$ cat config.mk
export PLATFORM = sky130hd
export DESIGN_NAME = wpc_write_protect
export DESIGN_NICKNAME = d
export VERILOG_FILES = /design/src/design/wpc_pkg.sv /design/src/design/wpc_write_protect.sv
export SDC_FILE = /design/constraint.sdc
export NUM_CORES = 1
export LEC_CHECK = 0
export ABC_AREA = 0
export BUFFER_PORTS_ARGS = -buffer_cell sky130_fd_sc_hd__buf_4
export CAP_MARGIN = 0
export CELL_PAD_IN_SITES_DETAIL_PLACEMENT = 2
export CELL_PAD_IN_SITES_GLOBAL_PLACEMENT = 2
export CORE_ASPECT_RATIO = 0.5
export CORE_MARGIN = 2
export CORE_UTILIZATION = 21
export CTS_CLUSTER_DIAMETER = 80
export DETAILED_ROUTE_END_ITERATION = 10
export PLACE_DENSITY = 0.79
export SYNTH_ARGS = -nofsm -noshare
export SYNTH_HDL_FRONTEND = slang
export SYNTH_SLANG_ARGS = --single-unit
$ cat constraint.sdc
create_clock -name clk -period 1.7 [get_ports clk]
set_input_delay 0.085 -clock clk [delete_from_list [all_inputs] [get_ports clk]]
set_output_delay 0.085 -clock clk [all_outputs]
set_load 0.01 [all_outputs]
$ cat src/design/wpc_pkg.sv
// Package for the write-protection and configuration register block.
// Assumes a single 50 MHz clock and an instruction decoder outside the block.
package wpc_pkg;
    // Register addresses on the instruction address bus
    localparam logic [23:0] ADDR_STATUS = 24'h000000;
    localparam logic [23:0] ADDR_CONFIG_ONE = 24'h000002;
    localparam logic [23:0] ADDR_FLAG = 24'h00000a;
    localparam logic [23:0] ADDR_IDENT = 24'h000030;
    // Status register field positions
    localparam int SR_PIN_EN = 7;
    localparam int SR_BOTTOM = 5;
    localparam int SR_BLK_HI = 4;
    localparam int SR_BLK_LO = 2;
    localparam int SR_LATCH = 1;
    // Config one field positions
    localparam int CF_DRV_HI = 7;
    localparam int CF_DRV_LO = 5;
    localparam int CF_LOCK = 2;
    localparam int CF_POL_HI = 1;
    localparam int CF_POL_LO = 0;
    // Reset values
    localparam logic [7:0] STATUS_RESET = 8'h00;
    localparam logic [7:0] CONFIG_ONE_RESET = 8'h60;
    localparam int FLAG_READY_BIT = 7;
    // Latch clear policy codes
    localparam logic [1:0] POL_NORMAL = 2'h0;
    localparam logic [1:0] POL_SRAM = 2'h1;
    localparam logic [1:0] POL_B2B = 2'h2;
    // Identification fields, arbitrary values
    localparam logic [7:0] ID_MAKER = 8'h5a;
    localparam logic [3:0] ID_IFACE = 4'h3;
    localparam logic [3:0] ID_VOLT = 4'h4;
    localparam logic [3:0] ID_TEMP = 4'h5;
    localparam logic [3:0] ID_DENS = 4'h6;
    localparam logic [7:0] ID_FREQ = 8'h07;
    // Array geometry
    localparam int ADDR_W = 23;
endpackage

$ cat src/design/wpc_write_protect.sv
// Write-protection decision and status/config registers of a serial memory.
// Assumes an instruction decoder that presents one-cycle command strobes.
`timescale 1ns/1ps

////////////////////////////////////////////////////////////////////////////////
// Contract
// - With bottom select set, block select codes 1..3 protect from zero through 01ffff, 03ffff, 07ffff; code 0 protects nothing.
// - With the latch clear, register writes are refused, and array writes too except under policy 01.
// - With the latch set, register writes pass unless pin protect is on and the pin is low.
// - Protected array addresses are never written; others follow the latch, or pass under policy 01.
// - Flag status reads ready in bit 7, resets ready, other bits zero, read only.
// - Identification reads maker, interface, voltage, temperature, density, frequency fields.
// - With the lock bit set, bottom select and block select cannot change.
// - Policy 00 needs the latch per array write; chip select high clears it.
// - Policy 01 accepts array writes whatever the latch holds.
// - Policy 10 keeps the latch over chip select release until write disable, unless a register write was granted since the last release.
// - Software block select is ORed with the hardware protect pins.
// - Status holds pin enable, bottom select, block select and read-only latch, reset zero.
// - Register writes always need the latch; chip select high after one clears it.
module wpc_write_protect #(
    parameter int ADDR_W = wpc_pkg::ADDR_W
) (
    input wire logic clk,
    input wire logic arst_n,
    input wire logic csRise,
    input wire logic cmdWriteEnable,
    input wire logic cmdWriteDisable,
    input wire logic regWrite,
    input wire logic [23:0] regAddr,
    input wire logic [7:0] regWdata,
    input wire logic arrayWrite,
    input wire logic [ADDR_W-1:0] arrayAddr,
    input wire logic busy,
    input wire logic protectPin_n,
    input wire logic [2:0] hwBlockProtect,
    input wire logic hwProtectFromBottom,
    output logic regWriteGrant,
    output logic arrayWriteGrant,
    output logic [31:0] regRdata,
    output logic [2:0] driveStrengthSelect
);
    // Only the 23-bit array geometry is decoded
    if (ADDR_W != 23) begin : gBadWidth
        $error("wpc_write_protect: only a 23-bit array is served");
    end

    logic [7:0] statusReg_r, statusReg_nxt;
    logic [7:0] configOne_r, configOne_nxt;
    logic regGrant_r, regGrant_nxt;
    logic arrGrant_r, arrGrant_nxt;
    logic regSinceCs_r, regSinceCs_nxt; // Granted register write since last release
    logic [31:0] rdata_r, rdata_nxt;
    logic [7:0] flagStatus;
    logic latch, locked, regOk, latchOk, inRange;
    logic [2:0] blkSel;
    logic fromBottom;
    logic [1:0] policy;
    logic [ADDR_W-1:0] boundMask;

    ////////////////////////////////////////////////////////////////////////////
    // Protection decision
    always_comb begin
        latch = statusReg_r[wpc_pkg::SR_LATCH];
        locked = configOne_r[wpc_pkg::CF_LOCK];
        policy = configOne_r[wpc_pkg::CF_POL_HI:wpc_pkg::CF_POL_LO];
        blkSel = statusReg_r[wpc_pkg::SR_BLK_HI:wpc_pkg::SR_BLK_LO] | hwBlockProtect;
        fromBottom = statusReg_r[wpc_pkg::SR_BOTTOM] | hwProtectFromBottom;
        case (blkSel)
            3'h1: boundMask = 23'h01ffff;
            3'h2: boundMask = 23'h03ffff;
            3'h3: boundMask = 23'h07ffff;
            3'h4: boundMask = 23'h0fffff;
            3'h5: boundMask = 23'h1fffff;
            3'h6: boundMask = 23'h3fffff;
            3'h7: boundMask = 23'h7fffff;
            default: boundMask = 23'h000000;
        endcase
        if (blkSel == 3'h0) begin
            inRange = 1'b0;
        end else if (fromBottom) begin
            inRange = (arrayAddr & ~boundMask) == '0;
        end else begin
            inRange = (arrayAddr & ~boundMask) == ~boundMask;
        end
        regOk = latch && !(statusReg_r[wpc_pkg::SR_PIN_EN] && !protectPin_n);
        latchOk = latch || (policy == wpc_pkg::POL_SRAM);
    end

    ////////////////////////////////////////////////////////////////////////////
    // Register next state
    always_comb begin
        statusReg_nxt = statusReg_r;
        configOne_nxt = configOne_r;
        regGrant_nxt = 1'b0;
        arrGrant_nxt = 1'b0;
        regSinceCs_nxt = regSinceCs_r;
        if (arrayWrite) begin
            arrGrant_nxt = latchOk && !inRange;
        end
        if (regWrite && regOk) begin
            regGrant_nxt = 1'b1;
            if (regAddr == wpc_pkg::ADDR_STATUS) begin
                statusReg_nxt[wpc_pkg::SR_PIN_EN] = regWdata[wpc_pkg::SR_PIN_EN];
                statusReg_nxt[6] = regWdata[6];
                statusReg_nxt[0] = regWdata[0];
                if (!locked) begin
                    statusReg_nxt[wpc_pkg::SR_BOTTOM] = regWdata[wpc_pkg::SR_BOTTOM];
                    statusReg_nxt[wpc_pkg::SR_BLK_HI:wpc_pkg::SR_BLK_LO] =
                        regWdata[wpc_pkg::SR_BLK_HI:wpc_pkg::SR_BLK_LO];
                end
            end else if (regAddr == wpc_pkg::ADDR_CONFIG_ONE) begin
                configOne_nxt = regWdata & 8'he7;
            end
        end
        // Latch set and clear; set wins over release
        if (cmdWriteDisable) begin
            statusReg_nxt[wpc_pkg::SR_LATCH] = 1'b0;
        // release clears except back-to-back array use
        end else if (csRise && !cmdWriteEnable) begin
            if (policy != wpc_pkg::POL_B2B || regSinceCs_r) begin
                statusReg_nxt[wpc_pkg::SR_LATCH] = 1'b0;
            end
        end
        if (cmdWriteEnable) begin
            statusReg_nxt[wpc_pkg::SR_LATCH] = 1'b1;
        end
        if (csRise) begin
            regSinceCs_nxt = 1'b0;
        end else if (regGrant_nxt) begin
            regSinceCs_nxt = 1'b1;
        end
    end

    ////////////////////////////////////////////////////////////////////////////
    // Read data
    always_comb begin
        flagStatus = 8'h00;
        flagStatus[wpc_pkg::FLAG_READY_BIT] = !busy;
        case (regAddr)
            wpc_pkg::ADDR_STATUS: rdata_nxt = {24'h000000, statusReg_nxt};
            wpc_pkg::ADDR_CONFIG_ONE: rdata_nxt = {24'h000000, configOne_nxt};
            wpc_pkg::ADDR_FLAG: rdata_nxt = {24'h000000, flagStatus};
            wpc_pkg::ADDR_IDENT: rdata_nxt = {wpc_pkg::ID_MAKER, wpc_pkg::ID_IFACE, wpc_pkg::ID_VOLT,
                wpc_pkg::ID_TEMP, wpc_pkg::ID_DENS, wpc_pkg::ID_FREQ};
            default: rdata_nxt = 32'h00000000;
        endcase
    end

    ////////////////////////////////////////////////////////////////////////////
    // State registers
    always_ff @(posedge clk or negedge arst_n) begin
        if (!arst_n) begin
            statusReg_r <= wpc_pkg::STATUS_RESET;
            configOne_r <= wpc_pkg::CONFIG_ONE_RESET;
            regGrant_r <= 1'b0;
            arrGrant_r <= 1'b0;
            regSinceCs_r <= 1'b0;
            rdata_r <= 32'h00000000;
        end else begin
            statusReg_r <= statusReg_nxt;
            configOne_r <= configOne_nxt;
            regGrant_r <= regGrant_nxt;
            arrGrant_r <= arrGrant_nxt;
            regSinceCs_r <= regSinceCs_nxt;
            rdata_r <= rdata_nxt;
        end
    end

    // Outputs straight from registers
    assign regWriteGrant = regGrant_r;
    assign arrayWriteGrant = arrGrant_r;
    assign regRdata = rdata_r;
    assign driveStrengthSelect = configOne_r[wpc_pkg::CF_DRV_HI:wpc_pkg::CF_DRV_LO];

    ////////////////////////////////////////////////////////////////////////////
    // Checks
    // no latch no write
    latch_blocks_a: assert property (@(posedge clk) disable iff (!arst_n)
        regWrite && !latch |=> !regWriteGrant)
        else $error("register write granted with latch clear");
    pin_blocks_a: assert property (@(posedge clk) disable iff (!arst_n)
        regWrite && statusReg_r[wpc_pkg::SR_PIN_EN] && !protectPin_n |=> !regWriteGrant)
        else $error("register write granted while pin protected");
    range_blocks_a: assert property (@(posedge clk) disable iff (!arst_n)
        arrayWrite && inRange |=> !arrayWriteGrant)
        else $error("protected array write granted");
    bottom_low_a: assert property (@(posedge clk) disable iff (!arst_n)
        arrayWrite && fromBottom && blkSel == 3'h1 && arrayAddr == 23'h020000 && latchOk |=> arrayWriteGrant)
        else $error("address past bottom 1/64 refused");
    sram_grant_a: assert property (@(posedge clk) disable iff (!arst_n)
        arrayWrite && policy == wpc_pkg::POL_SRAM && blkSel == 3'h0 |=> arrayWriteGrant)
        else $error("sram policy write refused");
    b2b_keep_a: assert property (@(posedge clk) disable iff (!arst_n)
        csRise && latch && policy == wpc_pkg::POL_B2B && !regSinceCs_r && !cmdWriteDisable |=> latch)
        else $error("latch lost in back-to-back mode");
    normal_clear_a: assert property (@(posedge clk) disable iff (!arst_n)
        csRise && policy == wpc_pkg::POL_NORMAL && !cmdWriteEnable |=> !latch)
        else $error("latch kept after release");
    reg_clear_a: assert property (@(posedge clk) disable iff (!arst_n)
        csRise && regSinceCs_r && !cmdWriteEnable |=> !latch)
        else $error("latch kept after register write release");
    lock_holds_a: assert property (@(posedge clk) disable iff (!arst_n)
        locked |=> $stable(statusReg_r[5:2]) || !$past(locked))
        else $error("locked protection fields changed");
    flag_read_a: assert property (@(posedge clk) disable iff (!arst_n)
        regAddr == wpc_pkg::ADDR_FLAG |=> regRdata[6:0] == 7'h00)
        else $error("flag reserved bits nonzero");
endmodule

==> reports/qor.txt, run 1 <==
CP Launch Type: input pin
Drt via density: 4.347
Mapped cell area: 0.001665 sq mm
Die area: 0.008702 sq mm
Layout cell share with drive strength beyond 1: 54.92%
Average cell area after synthesis: 10.28 sq um
Crit path time final: 1.828 ns
Crit path kind: in -> reg
Starting DRT DRC Count: 56
Reg clk slew, reported paths: 0.07 ns
Largest net degree at the start of global routing: 29
GRT Overall Usage: 15.66%
Power Dens Cells: 590.9 mW/mm^2
Top_reg_cell synth: dfrtp_1
Worst Tran Pin Value: 0.8108 ns
Initial antenna violation count: 0
Critical Path End Type: register
I/O Buffers: 74
Maximum vdd ir drop: 0.3612 mV
Top-area cell type share of the netlist area: 39.07%
Layout Utilization: 34.13%
PnR worst setup slack: -0.1283 ns
DRT Wirelength: 6.859 mm
Final setup TNS: -0.6811 ns
Ys async rst share: 100.0%
Drt drc: 0
Status: complete, but fails checks
Final slew viol count: 0
Hold Slack: 0.04537 ns
Top cells by area, synth: dfrtp_1 39%, buf_4 12%, mux2i_1 7.2%, mux2_2 5.4%, mux2_4 5.4%
Chip width: 129.9 um
Fmax: 547.0 MHz
CP Max Fanout: 8
Antenna diodes: 0
Vias in the first global route: 1681
Die Height: 66.97 um
Netlist cell types: 38
RSZ-0062 raised after global routing: yes
Most frequent cells in the layout: 89 x buf_4, 26 x dfrtp_1, 13 x conb_1
Post-DP Area: 0.002325 sq mm
Root buffer cell: clkbuf_16
Hold/Removal Path Class: in -> reg
Post-route ant nets: 0
Starting density of the core: 22.16%
Std-Cell Core Area: 0.007515 sq mm
First-pass GRT wire length: 10.12 mm
Vias: 1530
Clock latency on the worst-skew pair: 0.27 ns
CTS H-Tree Depth: 1
EDFF count, synth: 0
Post-DP HPWL: 4.496 mm
Final net count: 313
Row cnt: 22
CTS tree: yes
CP required: 1.86 ns
Global placement routability congestion: 0.7748
CP Data Arrival Time: 1.98 ns
Failing checks: negative setup slack
Pre-Repair DR Iteration Count: 4
#FFs+latches synth: 28
CTS Buf Count: 3
Design area: 0.002565 sq mm
Cells after synthesis: 162
Number of max-cap violations: 0
Clock buffer depth: 2
FILL cells: 816
Overflow after GRT: 0
Final Cycle Share: 107.5%
Final setup fails: 9
Hold Fails Final Rpt: 0
Post-DR wirelength/cell: 19.49 um
Leading area contributor after synthesis: dfrtp_1
TritonCTS Sinks: 28
Clock Skew: 0.004005 ns
Io pins: 105
Leading cell type in the layout, fill and taps excluded: buf_4
Yosys warnings: 0
Lkg Pwr: 1.270 nW
Syn-to-layout area delta: 54.02%
Sequential-to-total area share from yosys stat: 42.22%
Worst slew margin: 45.45%
## Yosys cell counts, types with 2 or more instances
| cell | count |
|---|---|
| a21oi_1 | 5 |
| and2_2 | 2 |
| buf_4 | 26 |
| clkbuf_1 | 3 |
| dfrtp_1 | 26 |
| dfstp_2 | 2 |
| inv_1 | 6 |
| mux2_2 | 8 |
| mux2_4 | 6 |
| mux2i_1 | 12 |
| nand2_1 | 9 |
| nor2_1 | 11 |
| nor2b_1 | 2 |
| nor4_1 | 7 |
| o21ai_0 | 7 |
| o221ai_1 | 3 |
| o22ai_1 | 4 |
| o2bb2ai_1 | 2 |
| or2_2 | 2 |
## per-layer routing
layer	track usage [%]	wire (um)
met5	0	0
met1	18.17	2735
met4	3.226	178
met3	3.052	234
met2	30.17	3710
## per-stage QoR
| step | setup slack (ns) | power (mW) | instances |
|---|---|---|---|
| 2_1_floorplan | -0.3543 | 0.7893 | 174 |
| 3_3_place_gp | -0.4636 | 0.9173 | 342 |
| 3_5_place_dp | -0.5046 | 0.9319 | 342 |
| 4_1_cts | -0.1048 | 1.516 | 350 |
| 5_1_grt | -0.1308 | 1.575 | 352 |
| 6_report | -0.1283 | 1.516 | 352 |
## path summary, 6_finish.rpt
kind                           startpoint              to  slack (ns)  depth (start not counted)
max reg2reg                statusReg_r[7]  statusReg_r[3]        0.01                          5
max                            regAddr[5]  configOne_r[2]       -0.13                          5
min reg2reg                configOne_r[4]     regRdata[4]        0.50                          1
max in group asynchronous          arst_n  configOne_r[5]        1.10                          2
min in group asynchronous          arst_n  statusReg_r[4]        0.28                          2
min                        cmdWriteEnable  statusReg_r[1]        0.05                          3
## power by group
| part | switching (mW) | leakage [nW] | internal (mW) |
|---|---|---|---|
| Combinational | 0.136 | 0.854 | 0.141 |
| Sequential | 0.00306 | 0.378 | 0.672 |
| Clock | 0.241 | 0.0382 | 0.322 |
## critical path: stages
cell and delay (ns):
buf_6 0.10, or4_4 0.53, or4_4 0.53, a211o_4 0.40
mux2_4 0.33
## sequential cells by signal (all words and copies together), names as in the netlist
signal           flops
regRdata             9
configOne_r          8
statusReg_r          8
arrayWriteGrant      1
regSinceCs_r         1
regWriteGrant        1
## cell families (layout without fill, tap and decap cells)
logic type      after synthesis  in the layout  synth area share (%)
mux                          26             26                 18.03
simple gates                 41             41                 12.85
compound gates               29             29                 11.95
buf+inv                      37            107                 14.73
other cells                   1             13                0.2252
flops                        28             28                 42.22
## what timing repair did
item,CTS,global route
setup buffers,2,3
hold endpoints to repair,27,0
endpoints found under the setup margin,16,21
resized for setup,7,21
hold buffers,2,0
pin swaps,1,8
cloned,0,0
## cell type report
type / instances / area [sq um] / share of cell area [%]
Clock buffer: 4 / 78.83 / 3.073
Sequential cell: 28 / 703.2 / 27.41
Timing Repair Buffer: 97 / 755.7 / 29.46
Multi-Input combinational cell: 109 / 869.6 / 33.90
Inverter: 6 / 22.52 / 0.8780
Tap cell: 108 / 135.1 / 5.268
(Power assumes the default switching activity.)
==> run 2, diff against run 1 <==
- ABC_AREA: 0 -> 1
- CORE_UTILIZATION: 21 -> 24
- PLACE_DENSITY: 0.79 -> 0.89
- clock period: 1.7 -> 2.2 ns (I/O delays scaled with it)
==> run 2 against run 1 <==
The flow now finishes without violations. Sequential power shrank 23%. Die area fell by 3.7%. Routed wire length decreased by 6.4%. Core utilization is 0.88 points lower. Highest routed layer unchanged. Total power is 28% lower. Final cell count rose by 17%. Final area fell by 4.7%. Global-route usage rose by 0.35 points. Combinational power fell by 50%.
==> reports/qor.txt, run 2 <==
Crit path kind: reg -> reg (was in -> reg)
Power Dens Cells: 444.9 mW/mm^2 (was 590.9 mW/mm^2)
Pre-Repair DR Iteration Count: 4 (unchanged)
Clock power frac: 39.5% (was 37.2%)
Final net count: 384 (was 313)
Syn-to-layout area delta: 33.49% (was 54.02%)
Average cell area after synthesis: 7.322 sq um (was 10.28 sq um)
Row cnt: 22 (unchanged)
Starting density of the core: 24.91% (was 22.16%)
Overflow after GRT: 0 (unchanged)
Top_reg_cell synth: dfrtp_1 (unchanged)
Vias in the first global route: 2036 (was 1681)
Status: complete, no violations (was complete, but fails checks)
Post-route ant nets: 0 (unchanged)
Setup WS pre-CTS: 0.6594 ns (was -0.5046 ns)
Die Height: 65.76 um (was 66.97 um)
CTS tree: yes (unchanged)
Clock buffer depth: 2 (unchanged)
Top cells by area, synth: dfrtp_1 36%, nand2_1 11%, buf_4 11%, inv_1 8.8%, nand3_1 7.4% (was dfrtp_1 39%, buf_4 12%, mux2i_1 7.2%, mux2_2 5.4%, mux2_4 5.4%)
#FFs+latches synth: 28 (unchanged)
Global placement routability congestion: 0.7917 (was 0.7748)
Logic pwr share: 12.7% (was 18.3%)
Critical Path Start: statusReg_r[1] (was regAddr[5])
RR Startpoint: statusReg_r[1] (was statusReg_r[7])
Crit path time final: 1.672 ns
Final setup fails: 0 (was 9)
Slowest cell on the critical path: dfrtp_1 (was or4_4)
Max reg flops: 9 (unchanged)
Slowest Stage Delay on Critical Path: 0.37 ns (was 0.53 ns)
Most frequent cells in the layout: 74 x buf_4, 53 x nand2_1, 43 x inv_1 (was 89 x buf_4, 26 x dfrtp_1, 13 x conb_1)
Number of max-cap violations: 0 (unchanged)
Hold Fails Final Rpt: 0 (unchanged)
Reg2reg path depth: 8 (was 5)
Cells after synthesis: 250 (was 162)
Top-area cell type share of the netlist area: 35.54% (was 39.07%)
Top-count cell post-synth: nand2_1
Vias: 1800 (was 1530)
Maximum vdd ir drop: 0.1999 mV (was 0.3612 mV)
Hold Slack: 0.06130 ns (was 0.04537 ns)
Final slew viol count: 0 (unchanged)
Antenna diodes: 0 (unchanged)
CP Data Arrival Time: 1.85 ns (was 1.98 ns)
Chip width: 127.5 um (was 129.9 um)
Clock latency on the worst-skew pair: 0.27 ns (about the same)
Ys async rst share: 100.0% (unchanged)
Worst Hold Depth: 3 (unchanged)
Largest net degree at the start of global routing: 29 (unchanged)
Sequential power share: 47.8% (was 44.6%)
Fmax: 598.2 MHz
Die area: 0.008384 sq mm (was 0.008702 sq mm)
Root buffer cell: clkbuf_16 (unchanged)
Final Cycle Share: 75.99%
Switching pwr: 0.2498 mW (was 0.3802 mW)
Hold Startpoint: cmdWriteEnable (unchanged)
Yosys warnings: 0 (unchanged)
Most used cell, CP: nand2_1 (was or4_4)
Switching share of power: 22.98% (was 25.08%)
FF+latch area: 703.2 sq um (unchanged)
Post-DR wirelength/cell: 15.61 um (was 19.49 um)
Io pins: 105 (unchanged)
Initial antenna violation count: 0 (unchanged)
Drt drc: 0 (unchanged)
Post-DP HPWL: 5.033 mm (was 4.496 mm)
Starting DRT DRC Count: 54 (was 56)
Mapped cell area: 0.001831 sq mm (was 0.001665 sq mm)
Sequential-to-total area share from yosys stat: 38.41% (was 42.22%)
Drt via density: 4.380 (was 4.347)
RSZ-0062 raised after global routing: no (was yes)
Multi-input gate area: 793.3 sq um (was 869.6 sq um)
CTS Buf Count: 3 (unchanged)
Critical Path End Type: register (unchanged)
Netlist cell types: 24 (was 38)
Hold/Removal Path Class: in -> reg (unchanged)
Layout cell share with drive strength beyond 1: 32.06% (was 54.92%)
First-pass GRT wire length: 10.34 mm (was 10.12 mm)
CP cell instances: nand2_1 > inv_2 > nand2_2 > nor2_2 > nand4_1 > nand2_1 > nand2_1 > o21ai_1 (was buf_6 > or4_4 > or4_4 > a211o_4 > mux2_4)
EDFF count, synth: 0 (unchanged)
DRT Wirelength: 6.417 mm (was 6.859 mm)
Power Internal: 0.8373 mW (was 1.136 mW)
PnR worst setup slack: 0.5282 ns (was -0.1283 ns)
Reg clk slew, reported paths: 0.07 ns (about the same)
GRT Overall Usage: 16.01% (was 15.66%)
Clock Skew: 0.004706 ns (was 0.004005 ns)
CP Launch Type: register (was input pin)
Std-Cell Core Area: 0.007350 sq mm (was 0.007515 sq mm)
Leading area contributor after synthesis: dfrtp_1 (unchanged)
Lkg Pwr: 1.351 nW (was 1.270 nW)
CTS H-Tree Depth: 1 (unchanged)
FILL cells: 850 (was 816)
CP required: 2.38 ns (was 1.86 ns)
CP Max Fanout: 5 (was 8)
Final setup TNS: 0 ns (was -0.6811 ns)
TritonCTS Sinks: 28 (unchanged)
I/O Buffers: 74 (unchanged)
Leading cell type in the layout, fill and taps excluded: buf_4 (unchanged)
Resized Gates After CTS: 0 (was 7)
Post-synth top cells: 53 x nand2_1, 43 x inv_1, 27 x nand3_1 (was 26 x buf_4, 26 x dfrtp_1, 12 x mux2i_1)
==> run 2: changes by cell type after synthesis, moves of 5 or more <==
| cell | change |
|---|---|
| nand3_1 | +26 |
| nor2_1 | +10 |
| nand2_1 | +44 |
| nor4_1 | -7 |
| nor2_2 | +8 |
| and2_1 | +8 |
| inv_1 | +37 |
| o21ai_0 | -5 |
| mux2i_1 | -12 |
| mux2_2 | -8 |
| mux2_4 | -6 |
==> run 2: through the flow <==
step	instances	power, mW	cell area [sq um]	utilization (%)
after floorplan	262	0.5875	1876	-
after global placement	405	0.6586	2345	31.90
after detailed placement	405	0.6654	2345	31.90
after CTS	411	1.098	2444	33.25
after global routing	411	1.136	2444	33.25
final	411	1.087	2444	33.25
==> run 2: what timing repair did <==
item / CTS / global route
hold endpoints to repair: 27 / 0
hold buffers: 2 / 0
buffers inserted: 0 / 0
==> run 2: layer usage <==
layer	GRT usage, %	wire [um]	up-vias
met3	2.606	280	9
li1	-	-	854
met2	31.68	3451	49
met1	17.26	2560	888
met5	0	0	-
met4	6.319	125	0
==> run 2: worst max-delay path, delay by kind of cell, from the launching register on <==
family / cells / cell delay [ns]
AND/OR/NAND/NOR: 6 / 0.98
AO/OA/AOI/OAI: 1 / 0.18
flip-flops: 1 / 0.37
buffers and inverters: 1 / 0.05
==> run 2: power by group through the flow <==
stage	registers (mW)	logic (mW)	clock network, mW
floorplan	0.529	0.0583	0
global placement	0.529	0.130	0
detailed placement	0.529	0.136	0
CTS	0.519	0.140	0.438
global route	0.520	0.155	0.461
finish	0.519	0.139	0.429
==> run 2: cell type report <==
| class | count | share of cell area [%] |
|---|---|---|
| clock buffers | 4 | 3.226 |
| well taps | 96 | 4.916 |
| flip-flops and latches | 28 | 28.78 |
| inverters | 46 | 7.066 |
| repair buffers | 76 | 23.55 |
| multi-input cells | 161 | 32.46 |
==> run 2: cells by family (layout without fill, tap and decap cells) <==
group,Yosys count,after routing,share of synthesized area [%]
AO/OA/AOI/OAI,10,10,2.803
flip-flops,28,28,38.41
AND/OR/NAND/NOR,138,138,37.87
buffers and inverters,73,126,20.71
other,1,13,0.2049
==> run 2: worst paths after layout <==
| path | to | slack (ns) |
|---|---|---|
| max in group asynchronous | configOne_r[6] | 1.56 |
| hold reg to reg | configOne_r[3] | 0.50 |
| setup / recovery | regRdata[4] | 0.53 |
| setup reg to reg | regRdata[4] | 0.53 |
| hold / removal | statusReg_r[1] | 0.06 |
| min in group asynchronous | statusReg_r[7] | 0.33 |
